File: config.mk
export PLATFORM = sky130hd
export DESIGN_NAME = prog_link_device_flat
export DESIGN_NICKNAME = d
export VERILOG_FILES = /design/src/rtl/prog_link_pkg.sv /design/src/rtl/prog_link_if.sv /design/src/rtl/prog_link_device.sv /design/src/flat_wrapper.sv
export SDC_FILE = /design/constraint.sdc
export NUM_CORES = 1
export LEC_CHECK = 0
export ABC_CLOCK_PERIOD_IN_PS = 14000
export BUFFER_PORTS_ARGS = -buffer_cell sky130_fd_sc_hd__buf_4
export CAP_MARGIN = 10
export CORE_MARGIN = 2
export CORE_UTILIZATION = 37
export CTS_CLUSTER_DIAMETER = 200
export DETAILED_ROUTE_END_ITERATION = 8
export GPL_TIMING_DRIVEN = 0
export PLACE_DENSITY = 0.6
export SLEW_MARGIN = 20
export SYNTH_ARGS = -nofsm -noshare
export SYNTH_HDL_FRONTEND = slang
export SYNTH_SLANG_ARGS = --single-unit
File: constraint.sdc
create_clock -name clk_in -period 14 [get_ports clk_in]
set_input_delay 1.4 -clock clk_in [delete_from_list [all_inputs] [get_ports clk_in]]
set_output_delay 1.4 -clock clk_in [all_outputs]
set_load 0.05 [all_outputs]
File: src/rtl/prog_link_pkg.sv
// Shared constants for the Manchester programming link.
package prog_link_pkg;
   localparam int ADDR_W = 6;
   localparam int DATA_W = 30;
   localparam int CRC_W = 3;
   localparam int SYNC_BITS = 2;
   localparam logic [2:0] CRC_PRESET = 3'h7;
   localparam logic [2:0] CRC_POLY = 3'h3;
   localparam logic [5:0] CTRL_REG_ADDR = 6'h24;
   localparam logic [29:0] ACCESS_CODE = 30'h27811F77;
   localparam logic [29:0] OUT_DISABLE_DATA = 30'h10;
   localparam logic [29:0] OUT_ENABLE_DATA = 30'h0;
   localparam int CLK_HZ = 20_000_000;
   localparam int MIN_BAUD = 5_000;
   localparam int MAX_BAUD = 100_000;
   // Longest half bit at the slowest rate, in cycles, with no margin.
   localparam int HALF_MAX_CYC = CLK_HZ / MIN_BAUD / 2;
   localparam int IDLE_CYC = HALF_MAX_CYC * 3;
   localparam int CNT_W = 16;
   localparam int READ_DELAY_US = 50;
   localparam int READ_DELAY_CYC = (READ_DELAY_US * (CLK_HZ / 1_000_000));
   localparam int FRAME_MAX = SYNC_BITS + 1 + ADDR_W + DATA_W + CRC_W;
   localparam logic [5:0] SHORT_LEN = 6'd12;
   localparam logic [5:0] LONG_LEN = 6'd42;
   // Advances a CRC of x^3+x+1 by one bit.
   function automatic logic [2:0] crc_step(input logic [2:0] c, input logic b);
      logic fb;
      fb = c[2] ^ b;
      crc_step = {c[1], c[0], 1'b0} ^ (fb ? CRC_POLY : 3'h0);
   endfunction : crc_step
endpackage : prog_link_pkg

File: src/rtl/prog_link_if.sv
// Interface joining the supply-line and output-line of the programming link.
`timescale 1ns/1ps
`default_nettype none
interface prog_link_if;
   logic supply_mod;       // Modulated supply level driven by the controller.
   logic sensor_output_pin_o;  // Device drive level on the output pin.
   logic sensor_output_pin_oe; // Device drives the output pin when high.
   logic sensor_output_pin;    // Resolved output pin level.
   assign sensor_output_pin = sensor_output_pin_oe ? sensor_output_pin_o : 1'b1;
   modport device (input supply_mod, sensor_output_pin, output sensor_output_pin_o,
                   output sensor_output_pin_oe);
   modport ctrl (output supply_mod, input sensor_output_pin, sensor_output_pin_o,
                 sensor_output_pin_oe);
endinterface : prog_link_if
`default_nettype wire

File: src/rtl/prog_link_device.sv
// Device end of the Manchester programming link: receive, decode, answer reads.
`timescale 1ns/1ps
`default_nettype none
module prog_link_device #(
   parameter int WORDS = 32,
   parameter bit ECC_ON = 1'b1,
   parameter int ACC_TIMEOUT_CYC = 1_400_000
) (
   // Clock and reset.
   input wire logic clk_in,
   input wire logic reset_n_in,
   // Link side.
   prog_link_if.device link,
   // User side.
   input wire logic normal_level_in,
   output logic access_granted_out,
   output logic out_disabled_out,
   output logic frame_error_out,
   output logic wr_valid_out,
   output logic [prog_link_pkg::ADDR_W-1:0] wr_addr_out,
   output logic [prog_link_pkg::DATA_W-1:0] wr_data_out
);
   import prog_link_pkg::*;

   // Supply input synchroniser; the first stage feeds only the second.
   logic s1_q, s2_q, s3_q, lvl_q;
   always_ff @(posedge clk_in) begin
      s1_q <= link.supply_mod;
      s2_q <= s1_q;
      s3_q <= s2_q;
   end
   wire agree = (s2_q == s3_q);
   // Filtered level changes only once two stages agree.
   always_ff @(posedge clk_in) begin
      if (!reset_n_in) begin
         lvl_q <= 1'b1;
      end else if (agree) begin
         lvl_q <= s3_q;
      end
   end
   wire edge_seen = agree && (s3_q != lvl_q);
   wire rising = edge_seen && s3_q;

   // Receive state: cell timing is learned from the two sync bits.
   logic [CNT_W-1:0] tcnt_q, half_q;
   logic [5:0] nbits_q;
   logic [FRAME_MAX-1:0] shift_q;
   logic busy_q, have_half_q;
   wire [CNT_W-1:0] tcnt_inc = tcnt_q + 16'h1;
   // A mid-cell edge arrives past three quarters of a cell since the last one.
   wire [CNT_W-1:0] gate = half_q + (half_q >> 1);
   wire mid_edge = edge_seen && busy_q && have_half_q && (tcnt_q >= gate);
   wire timeout = busy_q && (tcnt_q >= IDLE_CYC[CNT_W-1:0]);

   // Frame fields, sync stripped, MSB first.
   wire [5:0] len = nbits_q;
   wire is_read = shift_q[SHORT_LEN-3] && (len == SHORT_LEN);
   wire is_write = !shift_q[LONG_LEN-3] && (len == LONG_LEN);
   wire [ADDR_W-1:0] f_addr = is_read ? shift_q[8:3] : shift_q[38:33];
   wire [DATA_W-1:0] f_data = shift_q[32:3];
   wire [CRC_W-1:0] f_crc = shift_q[2:0];

   // CRC over the direction, address and data bits.
   function automatic logic [2:0] crc_frame(input logic [FRAME_MAX-1:0] s, input logic [5:0] n);
      logic [2:0] c;
      c = CRC_PRESET;
      for (int i = FRAME_MAX - 1; i >= 0; i--) begin
         if (i < n && i >= 3 && i < n - 2) begin
            c = crc_step(c, s[i]);
         end
      end
      crc_frame = c;
   endfunction : crc_frame
   wire crc_ok = (crc_frame(shift_q, len) == f_crc);
   wire sync_ok = (shift_q[len-1] == 1'b0) && (shift_q[len-2] == 1'b0);

   // Decoder: measures one full cell across the sync bits, halves it, then samples each mid-cell edge.
   always_ff @(posedge clk_in) begin
      if (!reset_n_in) begin
         busy_q <= 1'b0;
         have_half_q <= 1'b0;
         tcnt_q <= '0;
         half_q <= '0;
         nbits_q <= '0;
         shift_q <= '0;
      end else if (!busy_q) begin
         // Idle: first rising edge is the mid-cell of sync bit zero.
         tcnt_q <= '0;
         if (rising) begin
            busy_q <= 1'b1;
            have_half_q <= 1'b0;
            nbits_q <= 6'd1;
            shift_q <= '0;
         end
      end else if (timeout) begin
         busy_q <= 1'b0;
      end else if (edge_seen && !have_half_q) begin
         // Second sync bit: boundary edge then mid edge; measure one full cell.
         if (rising) begin
            half_q <= tcnt_inc >> 1;
            have_half_q <= 1'b1;
            nbits_q <= 6'd2;
            tcnt_q <= '0;
         end else begin
            tcnt_q <= tcnt_inc;
         end
      end else if (mid_edge) begin
         shift_q <= {shift_q[FRAME_MAX-2:0], !s3_q};
         nbits_q <= nbits_q + 6'd1;
         tcnt_q <= '0;
      end else begin
         tcnt_q <= tcnt_inc;
      end
   end
   wire frame_end = timeout;

   // Command handling and access state.
   logic [DATA_W-1:0] mem_q [WORDS];
   logic granted_q, code_seen_q, dis_q, err_q, wv_q;
   logic [ADDR_W-1:0] wa_q, ra_q;
   logic [DATA_W-1:0] wd_q;
   logic [21:0] age_q;
   logic ack_req_q;
   wire good = frame_end && crc_ok && sync_ok && (is_read || is_write);
   wire is_ctrl = (f_addr == CTRL_REG_ADDR);
   wire in_window = (age_q < ACC_TIMEOUT_CYC[21:0]);
   always_ff @(posedge clk_in) begin
      if (!reset_n_in) begin
         granted_q <= 1'b0;
         code_seen_q <= 1'b0;
         dis_q <= 1'b0;
         err_q <= 1'b0;
         wv_q <= 1'b0;
         wa_q <= '0;
         wd_q <= '0;
         ra_q <= '0;
         ack_req_q <= 1'b0;
         age_q <= '0;
      end else begin
         wv_q <= 1'b0;
         ack_req_q <= 1'b0;
         err_q <= frame_end && !good;
         if (in_window) begin
            age_q <= age_q + 22'h1;
         end
         if (good && is_write && is_ctrl && !code_seen_q) begin
            code_seen_q <= 1'b1;
            granted_q <= in_window && (f_data == ACCESS_CODE);
         end else if (good && granted_q && is_write && is_ctrl) begin
            if (f_data == OUT_DISABLE_DATA) begin
               dis_q <= 1'b1;
            end else if (f_data == OUT_ENABLE_DATA) begin
               dis_q <= 1'b0;
            end
         end else if (good && granted_q && is_write && !f_addr[ADDR_W-1] && dis_q) begin
            wv_q <= 1'b1;
            wa_q <= f_addr;
            wd_q <= f_data;
         end else if (good && granted_q && is_read && dis_q) begin
            ra_q <= f_addr;
            ack_req_q <= 1'b1;
         end
      end
   end

   // Non-volatile word store; ECC builds check bits into the top six.
   always_ff @(posedge clk_in) begin
      if (wv_q && int'(wa_q) < WORDS) begin
         mem_q[wa_q[4:0]] <= wd_q;
      end
   end
   wire [DATA_W-1:0] rd_word = (ra_q[ADDR_W-1] || int'(ra_q) >= WORDS) ? '0 : mem_q[ra_q[4:0]];
   wire [5:0] chk = {^rd_word[23:18], ^rd_word[17:12], ^rd_word[11:6], ^rd_word[5:0],
                     ^rd_word[23:12], ^rd_word[11:0]};
   wire [DATA_W-1:0] ack_word = ECC_ON ? {chk, rd_word[23:0]} : rd_word;

   // Acknowledge transmitter: sync, 30 data, CRC, at the learned rate.
   localparam int ACK_LEN = SYNC_BITS + DATA_W + CRC_W;
   logic [ACK_LEN-1:0] tx_q;
   logic [5:0] txn_q;
   logic [CNT_W-1:0] txc_q, dly_q;
   logic half_sel_q, tx_pin_q, waiting_q;
   function automatic logic [2:0] crc_word(input logic [DATA_W-1:0] d);
      logic [2:0] c;
      c = CRC_PRESET;
      for (int i = DATA_W - 1; i >= 0; i--) begin
         c = crc_step(c, d[i]);
      end
      crc_word = c;
   endfunction : crc_word
   always_ff @(posedge clk_in) begin
      if (!reset_n_in) begin
         tx_q <= '0;
         txn_q <= '0;
         txc_q <= '0;
         dly_q <= '0;
         half_sel_q <= 1'b0;
         tx_pin_q <= 1'b1;
         waiting_q <= 1'b0;
      end else if (ack_req_q) begin
         waiting_q <= 1'b1;
         dly_q <= READ_DELAY_CYC[CNT_W-1:0];
         tx_q <= {2'b00, ack_word, crc_word(ack_word)};
      end else if (waiting_q) begin
         dly_q <= dly_q - 16'h1;
         if (dly_q == '0) begin
            waiting_q <= 1'b0;
            txn_q <= ACK_LEN[5:0];
            txc_q <= '0;
            half_sel_q <= 1'b0;
         end
      end else if (txn_q != '0) begin
         // First half carries the bit, second half its inverse; each half lasts half_q cycles.
         tx_pin_q <= half_sel_q ? !tx_q[ACK_LEN-1] : tx_q[ACK_LEN-1];
         if (txc_q + 16'h1 >= half_q) begin
            txc_q <= '0;
            half_sel_q <= !half_sel_q;
            if (half_sel_q) begin
               tx_q <= tx_q << 1;
               txn_q <= txn_q - 6'd1;
            end
         end else begin
            txc_q <= txc_q + 16'h1;
         end
      end else begin
         tx_pin_q <= 1'b1;
      end
   end

   // Output pin: normal level, released, or acknowledge drive.
   logic oe_q, o_q;
   wire sending = (txn_q != '0);
   always_ff @(posedge clk_in) begin
      if (!reset_n_in) begin
         oe_q <= 1'b1;
         o_q <= 1'b0;
      end else begin
         oe_q <= !dis_q || sending;
         o_q <= sending ? tx_pin_q : normal_level_in;
      end
   end
   assign link.sensor_output_pin_oe = oe_q;
   assign link.sensor_output_pin_o = o_q;
   assign access_granted_out = granted_q;
   assign out_disabled_out = dis_q;
   assign frame_error_out = err_q;
   assign wr_valid_out = wv_q;
   assign wr_addr_out = wa_q;
   assign wr_data_out = wd_q;
endmodule : prog_link_device
`default_nettype wire

File: src/flat_wrapper.sv
// flat-port wrapper written by rule: the top's interface ports become plain ports
module prog_link_device_flat import prog_link_pkg::*;
#(
   parameter int WORDS = 32,
   parameter bit ECC_ON = 1'b1,
   parameter int ACC_TIMEOUT_CYC = 1_400_000
)
  (clk_in, reset_n_in, normal_level_in, access_granted_out, out_disabled_out, frame_error_out, wr_valid_out, wr_addr_out, wr_data_out, link_supply_mod, link_sensor_output_pin_o, link_sensor_output_pin_oe);
  prog_link_if link_i ();
  input wire logic clk_in;
  input wire logic reset_n_in;
  input wire logic normal_level_in;
  output logic access_granted_out;
  output logic out_disabled_out;
  output logic frame_error_out;
  output logic wr_valid_out;
  output logic [prog_link_pkg::ADDR_W-1:0] wr_addr_out;
  output logic [prog_link_pkg::DATA_W-1:0] wr_data_out;
  input wire logic [$bits(link_i.supply_mod)-1:0] link_supply_mod;
  output wire logic [$bits(link_i.sensor_output_pin_o)-1:0] link_sensor_output_pin_o;
  output wire logic [$bits(link_i.sensor_output_pin_oe)-1:0] link_sensor_output_pin_oe;
  assign link_i.supply_mod = link_supply_mod;
  assign link_sensor_output_pin_o = link_i.sensor_output_pin_o;
  assign link_sensor_output_pin_oe = link_i.sensor_output_pin_oe;
  prog_link_device #(.WORDS(WORDS), .ECC_ON(ECC_ON), .ACC_TIMEOUT_CYC(ACC_TIMEOUT_CYC)) u_core (.clk_in(clk_in), .reset_n_in(reset_n_in), .link(link_i), .normal_level_in(normal_level_in), .access_granted_out(access_granted_out), .out_disabled_out(out_disabled_out), .frame_error_out(frame_error_out), .wr_valid_out(wr_valid_out), .wr_addr_out(wr_addr_out), .wr_data_out(wr_data_out));
endmodule
==> results of run 1 <==
==> power groups by stage <==
stage                     sequential (mW)  combinational, mW  clock (mW)
after CTS                            3.18              0.101        2.70
after detailed placement             3.25             0.0954           0
after global routing                 3.18              0.117        2.81
after floorplan                      3.24             0.0659           0
after global placement               3.25             0.0945           0
final                                3.18              0.108        2.65
==> logic make-up (layout without fill, tap and decap cells) <==
logic type,after synthesis,count (layout)
and+or+nand+nor,947,947
DFF,1006,1006
adders and majority gates,61,61
xor gates and xnor gates,171,171
buffers and inverters,267,593
muxes,368,368
AOI/OAI and AO/OA,499,499
==> path summary, 6_finish.rpt <==
check | depth (start not counted) | slack, ns | startpoint | end
max | 56 | -0.05 | u_core.len[1] | u_core.wr_data_out[8]
min | 0 | 0.33 | u_core.s1_q | u_core.s2_q
max reg2reg | 56 | -0.05 | u_core.len[1] | u_core.wr_data_out[8]
min reg2reg | 0 | 0.33 | u_core.s1_q | u_core.s2_q
==> synth_stat cells, types with 63 or more instances <==
cell type / n / area [µm²]
o21ai_0: 80 / 400
mux2i_1: 103 / 1030
nand2_1: 276 / 1040
nand3_1: 69 / 345
dfxtp_1: 238 / 4760
nor2_1: 299 / 1120
a21oi_1: 143 / 716
edfxtp_1: 768 / 23100
mux4_2: 252 / 5680
inv_1: 63 / 236
clkbuf_1: 156 / 586
xnor2_1: 112 / 981
==> timing repair <==
action	4_1_cts	5_1_grt
resized for setup	106	90
buffers inserted	32	24
setup endpoints to repair	53	53
pin swaps	24	50
cloned	1	1
endpoints found under the hold margin	0	0
==> cell type report <==
class	instances	area, µm²
multi-input cells	2046	18300
repair buffers	139	1760
clock buffers	134	2810
clock inverters	57	464
plain buffers	198	890
fillers	11068	69300
flip-flops and latches	1006	27900
well taps	1637	2050
inverters	65	253
==> registers in the layout, indices dropped and copies added (netlist names), 15 cells and up, named ones only <==
register            cells
u_core.age_q           22
u_core.dly_q           16
u_core.half_q          15
u_core.mem_q          768
u_core.shift_q         42
u_core.tcnt_q          16
u_core.tx_q            35
u_core.txc_q           16
u_core.wr_data_out     30
==> through the flow <==
step                util [%]  setup WS (ns)  area, µm²  hold WS, ns  std cells
floorplan                  -          0.110      46000        0.310       3319
global placement        39.2          -2.54      48400        0.318       5000
detailed placement      40.1          -2.67      49600        0.325       5037
CTS                     43.4        0.00874      53700        0.339       5257
global route            44.0         -0.590      54300        0.356       5282
finish                  44.0        -0.0486      54300        0.331       5282
==> per-layer routing <==
layer | GRT usage [%] | part of all wire, % | up-vias
li1 | - | - | 13285
met2 | 31.9 | 48 | 1119
met3 | 3.51 | 7.3 | 178
met5 | 0 | 0.010 | -
met1 | 27.0 | 43 | 15086
met4 | 5.12 | 2.4 | 2
==> metrics.cfg, run 1 <==
[run_status]
status = complete, but fails checks
violations = negative setup slack

[sta]
setup_slack_ns = -0.0486
drv_slew = 0
fin_crit_sh_pct = 100
skew_ns = 0.0398
timing.fmax_mhz = 71.2
setup_viol = 34
relSlewSlack_pct = 27.5
fin_setup_tns_ns = -0.662
worst_slew_pin_slew_ns = 1.09
finalHoldViolCount = 0
period_minus_slack_ns = 14.05
rsz0062_at_grt = true

[die]
pin_count = 46
dieWidth_um = 357
die_h_um = 357
die_area_um2 = 127000
rows = 129
initial_core_util_pct = 37.2
coreArea_um2 = 124000

[logic_synthesis]
async_reset_ff_share_pct = 0
synth_top_family_by_area = multiplexers
synth_nets = 3384
synth_compound_area_share_pct = 7.36
synth.mux.area_fraction_pct = 15.0
syn_area_um2 = 46000
synth.distinct_cells = 106
ys_warn_count = 0
synth_edf_count = 768
avgSynthCellArea_um2 = 13.9
synth_top_flop_cell = edfxtp_1
ys_ff_latch = 1006
synth_xor_area_share_pct = 3.55
synth_simple_gate_area_share_pct = 9.70
synth-adder-area-share_pct = 1.67
syn_inst = 3319
ys_seq_area_share_pct = 60.5

[worst_setup_path]
crit_path_max_incr_delay_ns = 0.73
crit_type = flip-flop to flip-flop
arrival_ns = 14.64
cp_slowest_cell = a2111oi_1
crit_fanout = 10
crit_buf_inv = 9
crit_family = compound AO/OA/AOI/OAI gates
start_kind = flip-flop
crit_required_ns = 14.59
crit_path_end_kind = flip-flop

[cells_and_area]
final_cell_mix = edfxtp_1 (768), nand2_1 (269), nor2_1 (266)
n_antenna_cell = 0
mostFrequentLayoutCell = edfxtp_1
drive_gt1_share_pct = 21.5
syn2layout_area_growth_pct = 18.1
nets = 3624

[worst_hold_path]
hp-class = flip-flop to flip-flop

[clocking]
clk-insertion-delay-late_ns = 0.70
clockBufferDepth = 3
ctsHoldBuffers = 0
htreeDepth = 3
numCtsBuffers = 103
tritoncts = built
cts_sinks = 1006
path_clk_slew_ns = 0.06
root_buffer = clkbuf_16

[power]
p_int_mw = 4.69
leakage_nw = 15.0
swShare_pct = 21.1
p_per_area_nw_per_um2 = 109
power_frac_seq_pct = 53.5
combPwrFrac_pct = 1.8
ir_drop_mv = 0.0999
p_sw_mw = 1.25
clockPowerShare_pct = 44.7
finalPower_mw = 5.94

[routing]
wl_per_cell_um = 23.9
drcViolationCount = 0
first_iter_violations = 3141
ant_nets = 0
vias_per_cell = 5.62
firstDrtPassIters = 6
wl_mm = 126
vias = 29670

[global_route]
grt_first_pass_wirelength_mm = 187
antenna_found_initial = 1
grt_util_all_layers_pct = 19.6
grt-ovfl-total = 0
grt_max_degree = 35
grt_pass1_vias = 28736

[placement]
dp_hpwl_mm = 84.9
port_buffers = 44
place.gp.congestion = 0.914

[run]
cap_violations = 0

Note: power is estimated with default switching activity, not from simulation.
==> run 2: changes to the inputs <==
--- a/config.mk
+++ b/config.mk
@@ -13,7 +13,7 @@
 export CTS_CLUSTER_DIAMETER = 200
 export DETAILED_ROUTE_END_ITERATION = 8
 export GPL_TIMING_DRIVEN = 0
-export PLACE_DENSITY = 0.6
+export PLACE_DENSITY = 0.56
 export SLEW_MARGIN = 20
 export SYNTH_ARGS = -nofsm -noshare
 export SYNTH_HDL_FRONTEND = slang
==> run 2 against run 1 <==
Compared with the run above: the flow still finishes with violations (negative setup slack); sequential cell count stayed put; sequential power about the same; count of clock-buffer cells in the layout down 11; critical path depth rose by 1; first-iteration DRC count fell by 20%; worst setup slack lost 0.089 ns; clock power hardly changed; power is 0.33% lower.
==> metrics.cfg, run 2 (synthesized netlist as in run 1, its figures left out) <==
[clocking]
root_buffer = clkbuf_16
tritoncts = built
path_clk_slew_ns = 0.07  ; about the same
cts_sinks = 1006  ; unchanged
clk-insertion-delay-late_ns = 0.72  ; +0.02 ns
clockBufferDepth = 3  ; unchanged
numCtsBuffers = 101  ; -1.9%
htreeDepth = 3  ; unchanged

[sta]
relSlewSlack_pct = 24.5  ; -3.0 points
finalHoldViolCount = 0  ; unchanged
drv_slew = 0  ; unchanged
setup_slack_ns = -0.138  ; -0.0894 ns
skew_ns = 0.0358  ; -0.00393 ns
rsz0062_at_grt = true
setup_viol = 37  ; +8.8%
fin_setup_tns_ns = -3.35  ; -2.69 ns
fin_crit_sh_pct = 101  ; +0.64 points
period_minus_slack_ns = 14.14  ; +0.0894 ns
timing.fmax_mhz = 70.7  ; -0.63%
worst_slew_pin_slew_ns = 1.13  ; +0.0449 ns

[worst_setup_path]
crit_required_ns = 14.62  ; +0.03 ns
arrival_ns = 14.76  ; +0.12 ns
cpMostUsedCell = or4_4
crit_fanout = 5  ; -5
r2r-start = u_core.len[1]
crit_path_end_kind = flip-flop
startpoint = u_core.len[1]
crit_buf_inv = 10  ; +1
start_kind = flip-flop
crit_family = compound AO/OA/AOI/OAI gates
crit_type = flip-flop to flip-flop
crit_path_max_incr_delay_ns = 0.54  ; -0.19 ns
cp_slowest_cell = or4_4

[routing]
wl_per_cell_um = 24.5  ; +2.2%
firstDrtPassIters = 6  ; unchanged
first_iter_violations = 2508  ; -20%
vias_per_cell = 5.62  ; about the same
ant_nets = 0  ; unchanged
wl_mm = 129  ; +2.2%
vias = 29673  ; +0.010%
drcViolationCount = 0  ; unchanged

[run_status]
violations = negative setup slack
status = complete, but fails checks

[die]
die_area_um2 = 127000  ; unchanged
pin_count = 46  ; unchanged
die_h_um = 357  ; unchanged
initial_core_util_pct = 37.2  ; unchanged
coreArea_um2 = 124000  ; unchanged
rows = 129  ; unchanged
dieWidth_um = 357  ; unchanged

[cells_and_area]
largest_reg_flops = 768  ; unchanged
syn2layout_area_growth_pct = 17.9
nets = 3627  ; +0.083%
n_antenna_cell = 0  ; unchanged
final_cell_mix = edfxtp_1 (768), nand2_1 (270), nor2_1 (267)
fillers = 11149  ; +0.73%
mostFrequentLayoutCell = edfxtp_1
drive_gt1_share_pct = 21.0  ; -0.55 points

[power]
swShare_pct = 21.1  ; about the same
p_sw_mw = 1.25  ; -0.31%
combPwrFrac_pct = 1.8  ; about the same
power_frac_seq_pct = 53.7  ; +0.2 points
p_per_area_nw_per_um2 = 109  ; -0.17%
ir_drop_mv = 0.110  ; +9.6%
clockPowerShare_pct = 44.5  ; -0.2 points
p_int_mw = 4.67  ; -0.33%
leakage_nw = 15.0  ; about the same

[global_route]
grt_max_degree = 35  ; unchanged
grt_first_pass_wirelength_mm = 191  ; +2.3%
grt_util_all_layers_pct = 20.1  ; +0.56 points
antenna_found_initial = 0  ; -1
grt_pass1_vias = 28758  ; +0.077%
grt-ovfl-total = 0  ; unchanged

[placement]
dp_hpwl_mm = 87.5  ; +3.1%
post-place-ws_ns = -2.49  ; +0.186 ns
port_buffers = 44  ; unchanged
place.gp.congestion = 0.894  ; -2.3%

[run]
cap_violations = 0  ; unchanged

[worst_hold_path]
hp-start = u_core.s1_q
hp-class = flip-flop to flip-flop

-- run 2: cell types whose count changed in the layout (fill, tap and decap cells not counted), sizes merged --
cell | previous run | this run
clkbuf | 290 | 280
clkinv | 46 | 50
inv | 70 | 66
buf | 181 | 184
bufinv | 3 | 6
clkinvlp | 3 | 2
xnor2 | 114 | 115
-- run 2: path summary, 6_finish.rpt --
check | to | slack, ns | cells after the start
setup reg to reg | u_core.wr_data_out[7] | -0.14 | 57
hold / removal | u_core.s2_q | 0.33 | 0
setup / recovery | u_core.wr_data_out[7] | -0.14 | 57
hold reg to reg | u_core.s2_q | 0.33 | 0
-- run 2: stage by stage --
step	total power [mW]	utilization, %	instance area, µm²	hold slack [ns]	cells
2_1_floorplan	3.31	-	46000	0.310	3319
3_3_place_gp	3.34	39.2	48400	0.317	5000
3_5_place_dp	3.34	40.2	49700	0.318	5042
4_1_cts	5.97	43.6	53900	0.337	5264
5_1_grt	6.09	43.9	54300	0.350	5278
6_report	5.92	43.9	54300	0.331	5278
-- run 2: power groups by stage --
| stage | logic (mW) | clock network (mW) | registers [mW] |
|---|---|---|---|
| after floorplan | 0.0659 | 0 | 3.24 |
| after global placement | 0.0959 | 0 | 3.25 |
| after detailed placement | 0.0966 | 0 | 3.25 |
| after CTS | 0.103 | 2.69 | 3.18 |
| after global routing | 0.115 | 2.80 | 3.18 |
| final | 0.107 | 2.64 | 3.18 |
-- run 2: layout make-up --
cell class | count | area [µm²] | area share [%]
buffer | 197 | 880 | 1.62
clock buffer | 123 | 2660 | 4.90
clock inverter | 59 | 518 | 0.955
inverter | 65 | 253 | 0.466
multi-input combinational | 2047 | 18100 | 33.4
sequential | 1006 | 27900 | 51.3
tap | 1637 | 2050 | 3.77
timing repair buffer | 144 | 1890 | 3.49
-- run 2: timing repair --
| item | in CTS | in global routing |
|---|---|---|
| pin swaps | 38 | 28 |
| setup buffers | 41 | 14 |
| gates resized for setup | 121 | 46 |
| setup endpoints to repair | 53 | 53 |
| hold buffers | 0 | 0 |
| gates cloned | 3 | 1 |
-- run 2: metal layers --
metal	wire length (µm)	share of wire (%)	vias up	global-route usage [%]
li1	-	-	13272	-
met1	56800	44	15293	28.1
met2	60900	47	925	32.2
met3	8200	6.4	183	3.78
met4	3110	2.4	0	5.62
met5	0	0	-	0
